`src/inc/tfsd_pkg.sv`:
```
// package for the transmit frame boundary direction block
// assumes an axi4-lite master with 32-bit data; registers one word each
package tfsd_pkg;
  // register byte addresses
  localparam logic [7:0] SYNC_MUX_CONTROL_ADDR = 8'h00;
  localparam logic [7:0] CLOCK_SELECT_ADDR     = 8'h04;
  localparam logic [7:0] FRAMER_STATUS_ADDR    = 8'h08;
  // sync mux control fields
  localparam int          FRAME_SYNC_SEL_BIT   = 4;
  localparam int          MFRAME_ALIGN_BIT     = 6;
  localparam int          SUPERFRAME_OPT_BIT   = 5;
  localparam logic [7:0]  SYNC_MUX_RESET       = 8'h00;
  localparam logic [7:0]  SYNC_MUX_WMASK       = 8'h73;
  // clock select fields
  localparam int          CSS_LSB              = 0;
  localparam logic [1:0]  CSS_RESET            = 2'h0;
  localparam logic [1:0]  CSS_RECOVERED_A      = 2'h0;
  localparam logic [1:0]  CSS_TX_SERIAL        = 2'h1;
  localparam logic [1:0]  CSS_INTERNAL         = 2'h2;
  localparam logic [1:0]  CSS_RECOVERED_B      = 2'h3;
  localparam int          HIGH_SPEED_BIT       = 2;
  // frame geometry defaults
  localparam int          BITS_PER_FRAME       = 193;
  localparam int          FRAMES_PER_MFRAME    = 24;
  // axi responses
  localparam logic [1:0]  AXI_OKAY             = 2'h0;
  localparam logic [1:0]  AXI_SLVERR           = 2'h2;

  typedef enum { TFSD_SRC_RECOVERED, TFSD_SRC_TX_SERIAL, TFSD_SRC_INTERNAL } tfsd_src_t;

  // boundary pin drive pair
  typedef struct packed {
    logic o;
    logic oe;
  } tfsd_pin_drv_t;
endpackage : tfsd_pkg

```
`src/verilog/tfsd_top.sv`:
```
// transmit frame and multiframe boundary direction and timing control
// assumes a 100 MHz clock, axi4-lite master, pins from the serial clock domain
//
// The address map and the AXI4-Lite slave port were left to the implementer.
module tfsd_top
  import tfsd_pkg::*;
#(
  parameter int FRAME_BITS  = BITS_PER_FRAME,
  parameter int MFRAME_LEN  = FRAMES_PER_MFRAME
) (
  input  wire logic        clock,
  input  wire logic        reset_n,
  // axi4-lite slave
  input  wire logic [7:0]  s_axi_awaddr,
  input  wire logic        s_axi_awvalid,
  output logic             s_axi_awready,
  input  wire logic [31:0] s_axi_wdata,
  input  wire logic [3:0]  s_axi_wstrb,
  input  wire logic        s_axi_wvalid,
  output logic             s_axi_wready,
  output logic [1:0]       s_axi_bresp,
  output logic             s_axi_bvalid,
  input  wire logic        s_axi_bready,
  input  wire logic [7:0]  s_axi_araddr,
  input  wire logic        s_axi_arvalid,
  output logic             s_axi_arready,
  output logic [31:0]      s_axi_rdata,
  output logic [1:0]       s_axi_rresp,
  output logic             s_axi_rvalid,
  input  wire logic        s_axi_rready,
  // link pins
  input  wire logic        tx_serial_clock_pin,
  input  wire logic        tx_frame_boundary_pin_i,
  output logic             tx_frame_boundary_pin_o,
  output logic             tx_frame_boundary_pin_oe,
  input  wire logic        tx_multiframe_boundary_pin_i,
  output logic             tx_multiframe_boundary_pin_o,
  output logic             tx_multiframe_boundary_pin_oe,
  // framer side
  output logic             frame_start,
  output logic             multiframe_start,
  output logic             backplane_clock_edge
);

  logic [7:0]  sync_mux_control_ff;
  logic [1:0]  css_ff;
  logic        high_speed_ff;
  logic [2:0]  sclk_sync_ff;
  logic [1:0]  fsync_sync_ff;
  logic [1:0]  superframe_boundary_option_sync_ff;
  logic        superframe_boundary_option_q_ff;
  logic        frame_start_ff;
  logic        mframe_start_ff;
  logic        bp_edge_ff;
  logic [7:0]  bit_cnt_ff;
  logic [4:0]  frm_cnt_ff;
  logic        fdrv_ff;
  logic        mdrv_ff;
  logic        aw_hold_ff;
  logic        w_hold_ff;
  logic [7:0]  awaddr_ff;
  logic [31:0] wdata_ff;
  logic [3:0]  wstrb_ff;
  logic        bvalid_ff;
  logic [1:0]  bresp_ff;
  logic        rvalid_ff;
  logic [31:0] rdata_ff;
  logic [1:0]  rresp_ff;
  tfsd_src_t   src;
  logic        system_ctrl;
  logic        sclk_rise;
  logic        do_write;
  logic        nxt_fstart;
  logic        nxt_mstart;
  logic        frame_end;
  logic        mframe_end;

  // clock source decode
  always_comb begin
    case (css_ff)
      CSS_TX_SERIAL: src = TFSD_SRC_TX_SERIAL;
      CSS_INTERNAL:  src = TFSD_SRC_INTERNAL;
      default:       src = TFSD_SRC_RECOVERED;
    endcase
  end

  // direction only honoured with serial clock as source
  assign system_ctrl = sync_mux_control_ff[FRAME_SYNC_SEL_BIT] &&
                       (src == TFSD_SRC_TX_SERIAL);

  // two-flop synchronisers for the boundary pins, three flops for the serial clock
  always_ff @(posedge clock) begin
    if (!reset_n) begin
      sclk_sync_ff  <= 3'h0;
      fsync_sync_ff <= 2'h0;
      superframe_boundary_option_sync_ff <= 2'h0;
    end else begin
      sclk_sync_ff  <= {sclk_sync_ff[1:0], tx_serial_clock_pin};
      fsync_sync_ff <= {fsync_sync_ff[0], tx_frame_boundary_pin_i};
      superframe_boundary_option_sync_ff <= {superframe_boundary_option_sync_ff[0], tx_multiframe_boundary_pin_i};
    end
  end

  assign sclk_rise = sclk_sync_ff[1] && !sclk_sync_ff[2];

  // multiframe level at last serial clock rise, for edge finding
  always_ff @(posedge clock) begin
    if (!reset_n) begin
      superframe_boundary_option_q_ff <= 1'b0;
    end else if (sclk_rise) begin
      superframe_boundary_option_q_ff <= superframe_boundary_option_sync_ff[1];
    end
  end

  assign frame_end  = (bit_cnt_ff == 8'(FRAME_BITS - 1));
  assign mframe_end = frame_end && (frm_cnt_ff == 5'(MFRAME_LEN - 1));

  // frame start source: pins under system control, counters otherwise
  always_comb begin
    nxt_fstart = 1'b0;
    nxt_mstart = 1'b0;
    if (sclk_rise) begin
      if (system_ctrl) begin
        nxt_fstart = fsync_sync_ff[1];
        nxt_mstart = superframe_boundary_option_sync_ff[1] && !high_speed_ff;
      end else begin
        nxt_fstart = frame_end;
        nxt_mstart = mframe_end;
      end
    end
  end

  // bit and frame counters, realigned by incoming boundaries
  always_ff @(posedge clock) begin
    if (!reset_n) begin
      bit_cnt_ff <= 8'h00;
      frm_cnt_ff <= 5'h00;
    end else if (sclk_rise) begin
      if (nxt_fstart) begin
        bit_cnt_ff <= 8'h00;
        if (nxt_mstart || frm_cnt_ff == 5'(MFRAME_LEN - 1)) begin
          frm_cnt_ff <= 5'h00;
        end else begin
          frm_cnt_ff <= frm_cnt_ff + 5'h01;
        end
      end else if (frame_end) begin
        bit_cnt_ff <= 8'h00;
      end else begin
        bit_cnt_ff <= bit_cnt_ff + 8'h01;
      end
    end
  end

  // framer strobes, one cycle each
  always_ff @(posedge clock) begin
    if (!reset_n) begin
      frame_start_ff  <= 1'b0;
      mframe_start_ff <= 1'b0;
      bp_edge_ff      <= 1'b0;
    end else begin
      frame_start_ff  <= nxt_fstart;
      mframe_start_ff <= nxt_mstart;
      bp_edge_ff      <= high_speed_ff && system_ctrl && superframe_boundary_option_sync_ff[1]
                         && !superframe_boundary_option_q_ff && sclk_rise;
    end
  end

  // pin drive: outputs pulse at boundary under chip control
  always_ff @(posedge clock) begin
    if (!reset_n) begin
      fdrv_ff <= 1'b0;
      mdrv_ff <= 1'b0;
    end else if (sclk_rise) begin
      fdrv_ff <= !system_ctrl && frame_end;
      mdrv_ff <= !system_ctrl && mframe_end;
    end
  end

  assign tx_frame_boundary_pin_o       = fdrv_ff;
  assign tx_multiframe_boundary_pin_o  = mdrv_ff;
  assign tx_frame_boundary_pin_oe      = !system_ctrl;
  assign tx_multiframe_boundary_pin_oe = !system_ctrl;
  assign frame_start                   = frame_start_ff;
  assign multiframe_start              = mframe_start_ff;
  assign backplane_clock_edge          = bp_edge_ff;

  // axi write address and data capture, either order
  assign s_axi_awready = !aw_hold_ff && !bvalid_ff;
  assign s_axi_wready  = !w_hold_ff && !bvalid_ff;
  assign do_write      = aw_hold_ff && w_hold_ff && !bvalid_ff;

  always_ff @(posedge clock) begin
    if (!reset_n) begin
      aw_hold_ff <= 1'b0;
      w_hold_ff  <= 1'b0;
      awaddr_ff  <= 8'h00;
      wdata_ff   <= 32'h0000_0000;
      wstrb_ff   <= 4'h0;
    end else begin
      if (s_axi_awvalid && s_axi_awready) begin
        aw_hold_ff <= 1'b1;
        awaddr_ff  <= s_axi_awaddr;
      end else if (do_write) begin
        aw_hold_ff <= 1'b0;
      end
      if (s_axi_wvalid && s_axi_wready) begin
        w_hold_ff <= 1'b1;
        wdata_ff  <= s_axi_wdata;
        wstrb_ff  <= s_axi_wstrb;
      end else if (do_write) begin
        w_hold_ff <= 1'b0;
      end
    end
  end

  // register updates
  always_ff @(posedge clock) begin
    if (!reset_n) begin
      sync_mux_control_ff <= SYNC_MUX_RESET;
      css_ff              <= CSS_RESET;
      high_speed_ff       <= 1'b0;
    end else if (do_write && wstrb_ff[0]) begin
      case (awaddr_ff[7:2])
        SYNC_MUX_CONTROL_ADDR[7:2]: sync_mux_control_ff <= wdata_ff[7:0] & SYNC_MUX_WMASK;
        CLOCK_SELECT_ADDR[7:2]: begin
          css_ff        <= wdata_ff[CSS_LSB +: 2];
          high_speed_ff <= wdata_ff[HIGH_SPEED_BIT];
        end
        default: ;
      endcase
    end
  end

  // write response
  always_ff @(posedge clock) begin
    if (!reset_n) begin
      bvalid_ff <= 1'b0;
      bresp_ff  <= AXI_OKAY;
    end else if (do_write) begin
      bvalid_ff <= 1'b1;
      bresp_ff  <= (awaddr_ff[7:2] == SYNC_MUX_CONTROL_ADDR[7:2] ||
                    awaddr_ff[7:2] == CLOCK_SELECT_ADDR[7:2]) ? AXI_OKAY : AXI_SLVERR;
    end else if (s_axi_bready) begin
      bvalid_ff <= 1'b0;
    end
  end

  assign s_axi_bvalid = bvalid_ff;
  assign s_axi_bresp  = bresp_ff;

  // read channel
  assign s_axi_arready = !rvalid_ff;

  always_ff @(posedge clock) begin
    if (!reset_n) begin
      rvalid_ff <= 1'b0;
      rdata_ff  <= 32'h0000_0000;
      rresp_ff  <= AXI_OKAY;
    end else if (s_axi_arvalid && !rvalid_ff) begin
      rvalid_ff <= 1'b1;
      rresp_ff  <= AXI_OKAY;
      case (s_axi_araddr[7:2])
        SYNC_MUX_CONTROL_ADDR[7:2]: rdata_ff <= {24'h000000, sync_mux_control_ff};
        CLOCK_SELECT_ADDR[7:2]: rdata_ff <= {29'h0, high_speed_ff, css_ff};
        FRAMER_STATUS_ADDR[7:2]: rdata_ff <= {16'h0000, 3'h0, frm_cnt_ff,
                                              bit_cnt_ff[7:1], system_ctrl};
        default: begin
          rdata_ff <= 32'h0000_0000;
          rresp_ff <= AXI_SLVERR;
        end
      endcase
    end else if (s_axi_rready) begin
      rvalid_ff <= 1'b0;
    end
  end

  assign s_axi_rvalid = rvalid_ff;
  assign s_axi_rdata  = rdata_ff;
  assign s_axi_rresp  = rresp_ff;

endmodule : tfsd_top

```
`config.mk`:
```
export PLATFORM = sky130hd
export DESIGN_NAME = tfsd_top
export DESIGN_NICKNAME = d
export VERILOG_FILES = /design/src/inc/tfsd_pkg.sv /design/src/verilog/tfsd_top.sv
export SDC_FILE = /design/constraint.sdc
export NUM_CORES = 1
export LEC_CHECK = 0
export ABC_AREA = 1
export BUFFER_PORTS_ARGS = -buffer_cell sky130_fd_sc_hd__buf_4
export CORE_UTILIZATION = 49
export DETAILED_ROUTE_END_ITERATION = 10
export PLACE_DENSITY = 0.77
export SETUP_SLACK_MARGIN = 0.3
export SYNTH_ARGS = -nofsm -noshare
export SYNTH_HDL_FRONTEND = slang
export SYNTH_SLANG_ARGS = --single-unit
```
`constraint.sdc`:
```
create_clock -name clock -period 1.6 [get_ports clock]
set_input_delay 0.32 -clock clock [delete_from_list [all_inputs] [get_ports clock]]
set_output_delay 0.32 -clock clock [all_outputs]
set_load 0.05 [all_outputs]
```
==> impl_metrics.tcl, run 1 <==
set metrics [dict create \
    dp.final_hpwl_um 4411 \
    critical_path.endpoint_type "primary output" \
    port_buffers 55 \
    worst-path-max-fanout 4 \
    place.gp.congestion 0.8375 \
    postRouteAntennaNets 0 \
    fillerInstances 507 \
    cts-hold-fix-buffers 0 \
    path_class "flop to primary output" \
    drv_slew 0 \
    design.final.nets 538 \
    max_freq_ghz 0.7496 \
    hold_viol_final 0 \
    h-tree-depth 3 \
    die_x_um 79.42 \
    grt_overflow_total 0 \
    tns_ns 0 \
    yosys_register_bits 66 \
    drv.max_cap_violation_count 0 \
    grt_antenna_before_repair 0 \
    fin_crit_ns 1.334 \
    routed_len_inst_um 11.55 \
    run_status "completed" \
    synth_cell_types 27 \
    areaGrowthSynthToFinish_pct 29.57 \
    hold_path.class "input pin to flop" \
    setup_viol_count_final 0 \
    via_per_inst 4.960 \
    route.final.wire_length_um 6350 \
    core.rowCount 27 \
    dp_cells 527 \
    cts_made_buffers 9 \
    ys_seq_area_share_pct 44.99 \
    path_clk_slew_ns 0.07 \
    die_area_um2 6307 \
    worst_ep_arrival_time_ns 1.01 \
    insertion_delay_ns 0.34 \
    most-common-layout-cells "sky130_fd_sc_hd__buf_4 (63), sky130_fd_sc_hd__nand2_1 (59), sky130_fd_sc_hd__dfxtp_1 (54), sky130_fd_sc_hd__nor2_1 (53), sky130_fd_sc_hd__inv_1 (37)" \
    firstDrtPassIters 6 \
    placeableCoreArea_um2 5642 \
    tritoncts_clock_tree "done" \
    yosys-top-cells-area "sky130_fd_sc_hd__dfxtp_1 (45%), sky130_fd_sc_hd__nand2_1 (8.4%), sky130_fd_sc_hd__nor2_1 (7.7%)" \
    ctsLongestPathBuffers 2 \
    top_level_ports 110 \
    synth_warnings 0 \
    final-instance-count-excl-fill 550 \
    via_count 2728 \
    worst_r2r_path_depth 6 \
    syn-instance-count 409 \
    power_density_nw_per_um2 969.8 \
    start_util_pct 52.05 \
    number_of_cells_traversed_by_the_worst_hold_path 3 \
    first_global_vias 2441 \
    synthesis.area_per_instance_um2 7.180 \
    grt_start_max_net_pins 40 \
    worstPathRequired_ns 1.28 \
    drive_above_1_share_pct 28.03 \
    startpoint_type "flop" \
    clock_tree.root_cell "sky130_fd_sc_hd__clkbuf_8" \
    dieHeight_um 79.42 \
    rsz0062_at_grt "yes" \
    grt.total_usage_pct 21.29 \
    total_leakage_power_uw 0.001705 \
    synthesis.area_um2 2937 \
    vdd_ir_drop_max_mv 0.6590 \
    synth.largest_area_cell "sky130_fd_sc_hd__dfxtp_1" \
    n_antenna_cell 0 \
    layout_commonest_cell "sky130_fd_sc_hd__buf_4" \
    drt_first_iter_violations 115 \
    global_route_wire_length_before_repair_um 10360 \
    finClkSkew_ns 0.005974 \
    post-route-period-util_pct 83.38 \
    synth_top_cell_area_share_pct 44.99 \
    drcViolationCount 0 \
    hold_ws_ns 0.1628 \
    clkSinkCount 66 \
]
-- state kept, by name (all words and copies together) (netlist names), 2 cells and up --
signal,count
css_ff,2
superframe_boundary_option_sync_ff,2
sclk_sync_ff,3
s_axi_rdata,13
sync_mux_control_ff,5
fsync_sync_ff,2
bit_cnt_ff,8
frm_cnt_ff,5
awaddr_ff,6
wdata_ff,6
-- routing by layer --
layer / global-route usage [%] / part of all wire, %
met2: 36.47 / 50
met3: 5.829 / 5.0
met5: 0 / 0
met1: 24.91 / 43
met4: 8.909 / 2.3
-- synthesized netlist by cell type --
cell type	n
sky130_fd_sc_hd__dfxtp_1	66
sky130_fd_sc_hd__nand2_1	66
sky130_fd_sc_hd__nor2_1	60
sky130_fd_sc_hd__inv_1	44
sky130_fd_sc_hd__nand3_1	38
sky130_fd_sc_hd__a21oi_1	37
sky130_fd_sc_hd__o21ai_0	32
sky130_fd_sc_hd__buf_4	22
sky130_fd_sc_hd__buf_2	7
sky130_fd_sc_hd__clkbuf_1	7
sky130_fd_sc_hd__nand4_1	7
sky130_fd_sc_hd__nor3_1	4
sky130_fd_sc_hd__ha_1	3
sky130_fd_sc_hd__nand2_2	2
sky130_fd_sc_hd__nor2_2	2
sky130_fd_sc_hd__and3_1	1
sky130_fd_sc_hd__clkinv_1	1
sky130_fd_sc_hd__conb_1	1
sky130_fd_sc_hd__nand2_4	1
sky130_fd_sc_hd__nor2_4	1
sky130_fd_sc_hd__nor4_1	1
sky130_fd_sc_hd__o211ai_1	1
sky130_fd_sc_hd__o21a_1	1
sky130_fd_sc_hd__o21bai_1	1
sky130_fd_sc_hd__or2_1	1
sky130_fd_sc_hd__xnor2_1	1
sky130_fd_sc_hd__xor2_1	1
-- worst max-delay path, cell delays in order (launching register included) --
cell and delay, ns:
sky130_fd_sc_hd__dfxtp_2 0.32, sky130_fd_sc_hd__inv_2 0.07, sky130_fd_sc_hd__nand3_4 0.11, sky130_fd_sc_hd__buf_8 0.17
-- through the flow --
step                      worst slack, ns  util [%]  power [uW]  instance area [um2]
after floorplan                    0.2134         -        2134                 3083
after global placement             0.2107     60.17        2200                 3395
after detailed placement           0.1775     60.17        2211                 3395
after CTS                          0.2648     65.71        3698                 3707
after global routing               0.2087     67.44        3855                 3805
final                              0.2659     67.44        3690                 3805
-- logic make-up after synthesis --
| family | Yosys count | synth area share, % |
|---|---|---|
| buffers and inverters | 81 | 13.46 |
| AOI/OAI and AO/OA | 72 | 12.53 |
| adders and majority gates | 3 | 1.278 |
| and+or+nand+nor | 184 | 27.01 |
| xor gates and xnor gates | 2 | 0.5966 |
| DFF | 66 | 44.99 |
| other | 1 | 0.1277 |
-- path summary, 6_finish.rpt --
check | from | end | slack, ns
worst max-delay path | css_ff[1] | tx_multiframe_boundary_pin_oe | 0.27
worst min-delay path | tx_multiframe_boundary_pin_i | superframe_boundary_option_sync_ff[0] | 0.16
worst max register to register | bit_cnt_ff[4] | multiframe_start | 0.28
worst min register to register | fsync_sync_ff[0] | fsync_sync_ff[1] | 0.43
-- power breakdown --
group	leakage, uW	switching (uW)	internal (uW)
Combinational	0.00105	332	144
Clock	0.000107	611	876
Sequential	0.000544	34.4	1690
Total	0.00170	977	2710
-- area by class of cell --
| type | instances | area, um2 | area share (%) |
|---|---|---|---|
| Clock buffer | 11 | 131.4 | 3.453 |
| Inverter | 45 | 175.2 | 4.604 |
| Tap cell | 72 | 90.09 | 2.368 |
| Sequential cell | 66 | 1349 | 35.45 |
| Multi-Input combinational cell | 282 | 1429 | 37.55 |
| Clock inverter | 5 | 78.83 | 2.072 |
| Timing Repair Buffer | 69 | 551.8 | 14.50 |
-- timing repair --
action | CTS | global route
setup endpoints to repair | 14 | 23
setup buffers | 6 | 1
gates resized for setup | 21 | 34
pin swaps | 2 | 5
Note: power is estimated with default switching activity, not from simulation.
==> run 2, diff against run 1 <==
==> constraint.sdc (replaced) <==
create_clock -name clock -period 1.3 [get_ports clock]
set_input_delay 0.26 -clock clock [delete_from_list [all_inputs] [get_ports clock]]
set_output_delay 0.26 -clock clock [all_outputs]
set_load 0.05 [all_outputs]
==> run 2 against run 1 <==
Against the previous run: the flow now finishes with violations (setup timing); via count grew 13%; combinational power grew 78%; clock power grew 9%; critical path depth grew 4; critical path type is now flop to flop.
==> impl_metrics.tcl, run 2 (synthesis gave the netlist of run 1 again) <==
set metrics [dict create \
    drcViolationCount 0 \
    n_antenna_cell 0 \
    fin_total_pwr_uw 4618 \
    utilization_pct 84.23 \
    layout_commonest_cell "sky130_fd_sc_hd__buf_4" \
    multiInputGateArea_um2 1876 \
    post-route-period-util_pct 104.2 \
    design.final.nets 574 \
    pwr-share-comb_pct 18.4 \
    final-instance-count-excl-fill 586 \
    power_density_nw_per_um2 971.8 \
    dp_cells 539 \
    hold_viol_final 0 \
    port_buffers 55 \
    clock_tree.root_cell "sky130_fd_sc_hd__clkbuf_8" \
    largest_register_ff_count 13 \
    routed_len_inst_um 15.42 \
    critical_path.endpoint_type "flop" \
    r2r_setup_slack_ns -0.05 \
    core.rowCount 27 \
    internal_power_uw 3236 \
    insertion_delay_ns 0.35 \
    drt_first_iter_violations 253 \
    path_clk_slew_ns 0.07 \
    fillerInstances 282 \
    grt_antenna_before_repair 0 \
    place.gp.congestion 0.8720 \
    netSwitchingPower_uw 1382 \
    violations "setup timing" \
    total_leakage_power_uw 0.002090 \
    drv.max_cap_violation_count 0 \
    fin_crit_ns 1.354 \
    worst-path-max-fanout 5 \
    hold_path.class "input pin to flop" \
    crit_path_top_delay_cell "sky130_fd_sc_hd__dfxtp_2" \
    setup_viol_count_final 12 \
    global_route_wire_length_before_repair_um 12370 \
    die_x_um 79.42 \
    tritoncts_clock_tree "done" \
    power_frac_clock_pct 35.1 \
    areaGrowthSynthToFinish_pct 61.82 \
    highest_cell_delay_on_the_worst_timing_path_ns 0.34 \
    h-tree-depth 3 \
    pwr-share-seq_pct 46.5 \
    ctsLongestPathBuffers 2 \
    first_global_vias 2715 \
    number_of_cells_traversed_by_the_worst_hold_path 3 \
    ff_latch_area_um2 1378 \
    startpoint_type "flop" \
    grt_overflow_total 0 \
    grt_start_max_net_pins 32 \
    dp.final_hpwl_um 4927 \
    route.final.wire_length_um 9037 \
    most-common-layout-cells "sky130_fd_sc_hd__buf_4 (63), sky130_fd_sc_hd__nor2_1 (47), sky130_fd_sc_hd__nand2_1 (45), sky130_fd_sc_hd__dfxtp_1 (33), sky130_fd_sc_hd__inv_1 (32)" \
    postRouteAntennaNets 0 \
    clkSinkCount 66 \
    power_switching_share_pct 29.92 \
    path_class "flop to flop" \
    vdd_ir_drop_max_mv 0.8303 \
    detailedPlace.worstSlack_ns 0.01718 \
    worstPathRequired_ns 1.57 \
    run_status "finished with violations" \
    post-route-worst-setup-slack_ns -0.05449 \
    die_area_um2 6307 \
    grt.total_usage_pct 25.77 \
    tns_ns -0.2806 \
    via_count 3080 \
    drive_above_1_share_pct 50.97 \
    drv_slew 0 \
    placeableCoreArea_um2 5642 \
    crit_chain "inv_2, ha_4, nand2_2, nor2_4, nand2_4, or2_4, a21oi_2" \
    worst_ep_arrival_time_ns 1.63 \
    rsz0062_at_grt "yes" \
    worst_r2r_path_depth 7 \
    firstDrtPassIters 5 \
    start_util_pct 52.05 \
    via_per_inst 5.256 \
    finClkSkew_ns 0.008932 \
    dieHeight_um 79.42 \
    max_freq_ghz 0.7383 \
    cts_made_buffers 9 \
    top_level_ports 110 \
]
[run 2: cell types whose count changed in the layout (fill, tap and decap cells not counted), sizes merged]
cell / delta
buf: +32
bufinv: -2
clkbuf: +3
clkinv: +1
inv: -1
nand2: +3
[run 2: through the flow]
stage,hold WS (ns),instance area [um2]
floorplan,0.3576,3201
global placement,0.3940,3602
detailed placement,0.4008,3602
CTS,0.09409,4407
global route,0.1164,4752
finish,0.1032,4752
[run 2: path summary, 6_finish.rpt]
| kind | startpoint | end |
|---|---|---|
| worst max-delay path | bit_cnt_ff[0] | multiframe_start |
| worst min-delay path | tx_frame_boundary_pin_i | fsync_sync_ff[0] |
| worst max register to register | bit_cnt_ff[0] | multiframe_start |
| worst min register to register | fsync_sync_ff[0] | fsync_sync_ff[1] |
[run 2: final cells by class]
class / count / area share, %
inverter: 45 / 4.160
multi-input combinational: 285 / 39.47
tap: 72 / 1.896
timing repair buffer: 101 / 21.27
sequential: 66 / 28.99
clock inverter: 2 / 0.2106
timing repair inverter: 1 / 0.3423
clock buffer: 14 / 3.660
[run 2: repair_timing]
| action | in CTS | in global routing |
|---|---|---|
| setup endpoints to repair | 72 | 81 |
| cloned | 2 | 2 |
| hold buffers | 0 | 0 |
| resized for setup | 154 | 56 |
| pin swaps | 36 | 29 |
| setup buffers | 13 | 14 |
[run 2: critical path: cells and delay by family, from the launching register on]
| kind | cells | cell delay [ns] |
|---|---|---|
| and+or+nand+nor | 4 | 0.60 |
| adders and majority gates | 1 | 0.13 |
| buffers and inverters | 1 | 0.08 |
| AOI/OAI and AO/OA | 1 | 0.12 |
| DFF | 1 | 0.34 |
[run 2: power groups by stage]
| stage | clock, uW | combinational (uW) | sequential (uW) |
|---|---|---|---|
| after floorplan | 0 | 472 | 2200 |
| after global placement | 0 | 585 | 2180 |
| after detailed placement | 0 | 596 | 2180 |
| after CTS | 1630 | 710 | 2140 |
| after global routing | 1720 | 900 | 2150 |
| final | 1620 | 848 | 2150 |
[run 2: layer usage]
layer	routed length, um	GRT usage, %	vias up
met4	278	10.36	0
li1	-	-	1484
met2	4988	48.36	131
met1	3390	27.38	1433
met5	0	0	-
met3	381	6.171	32
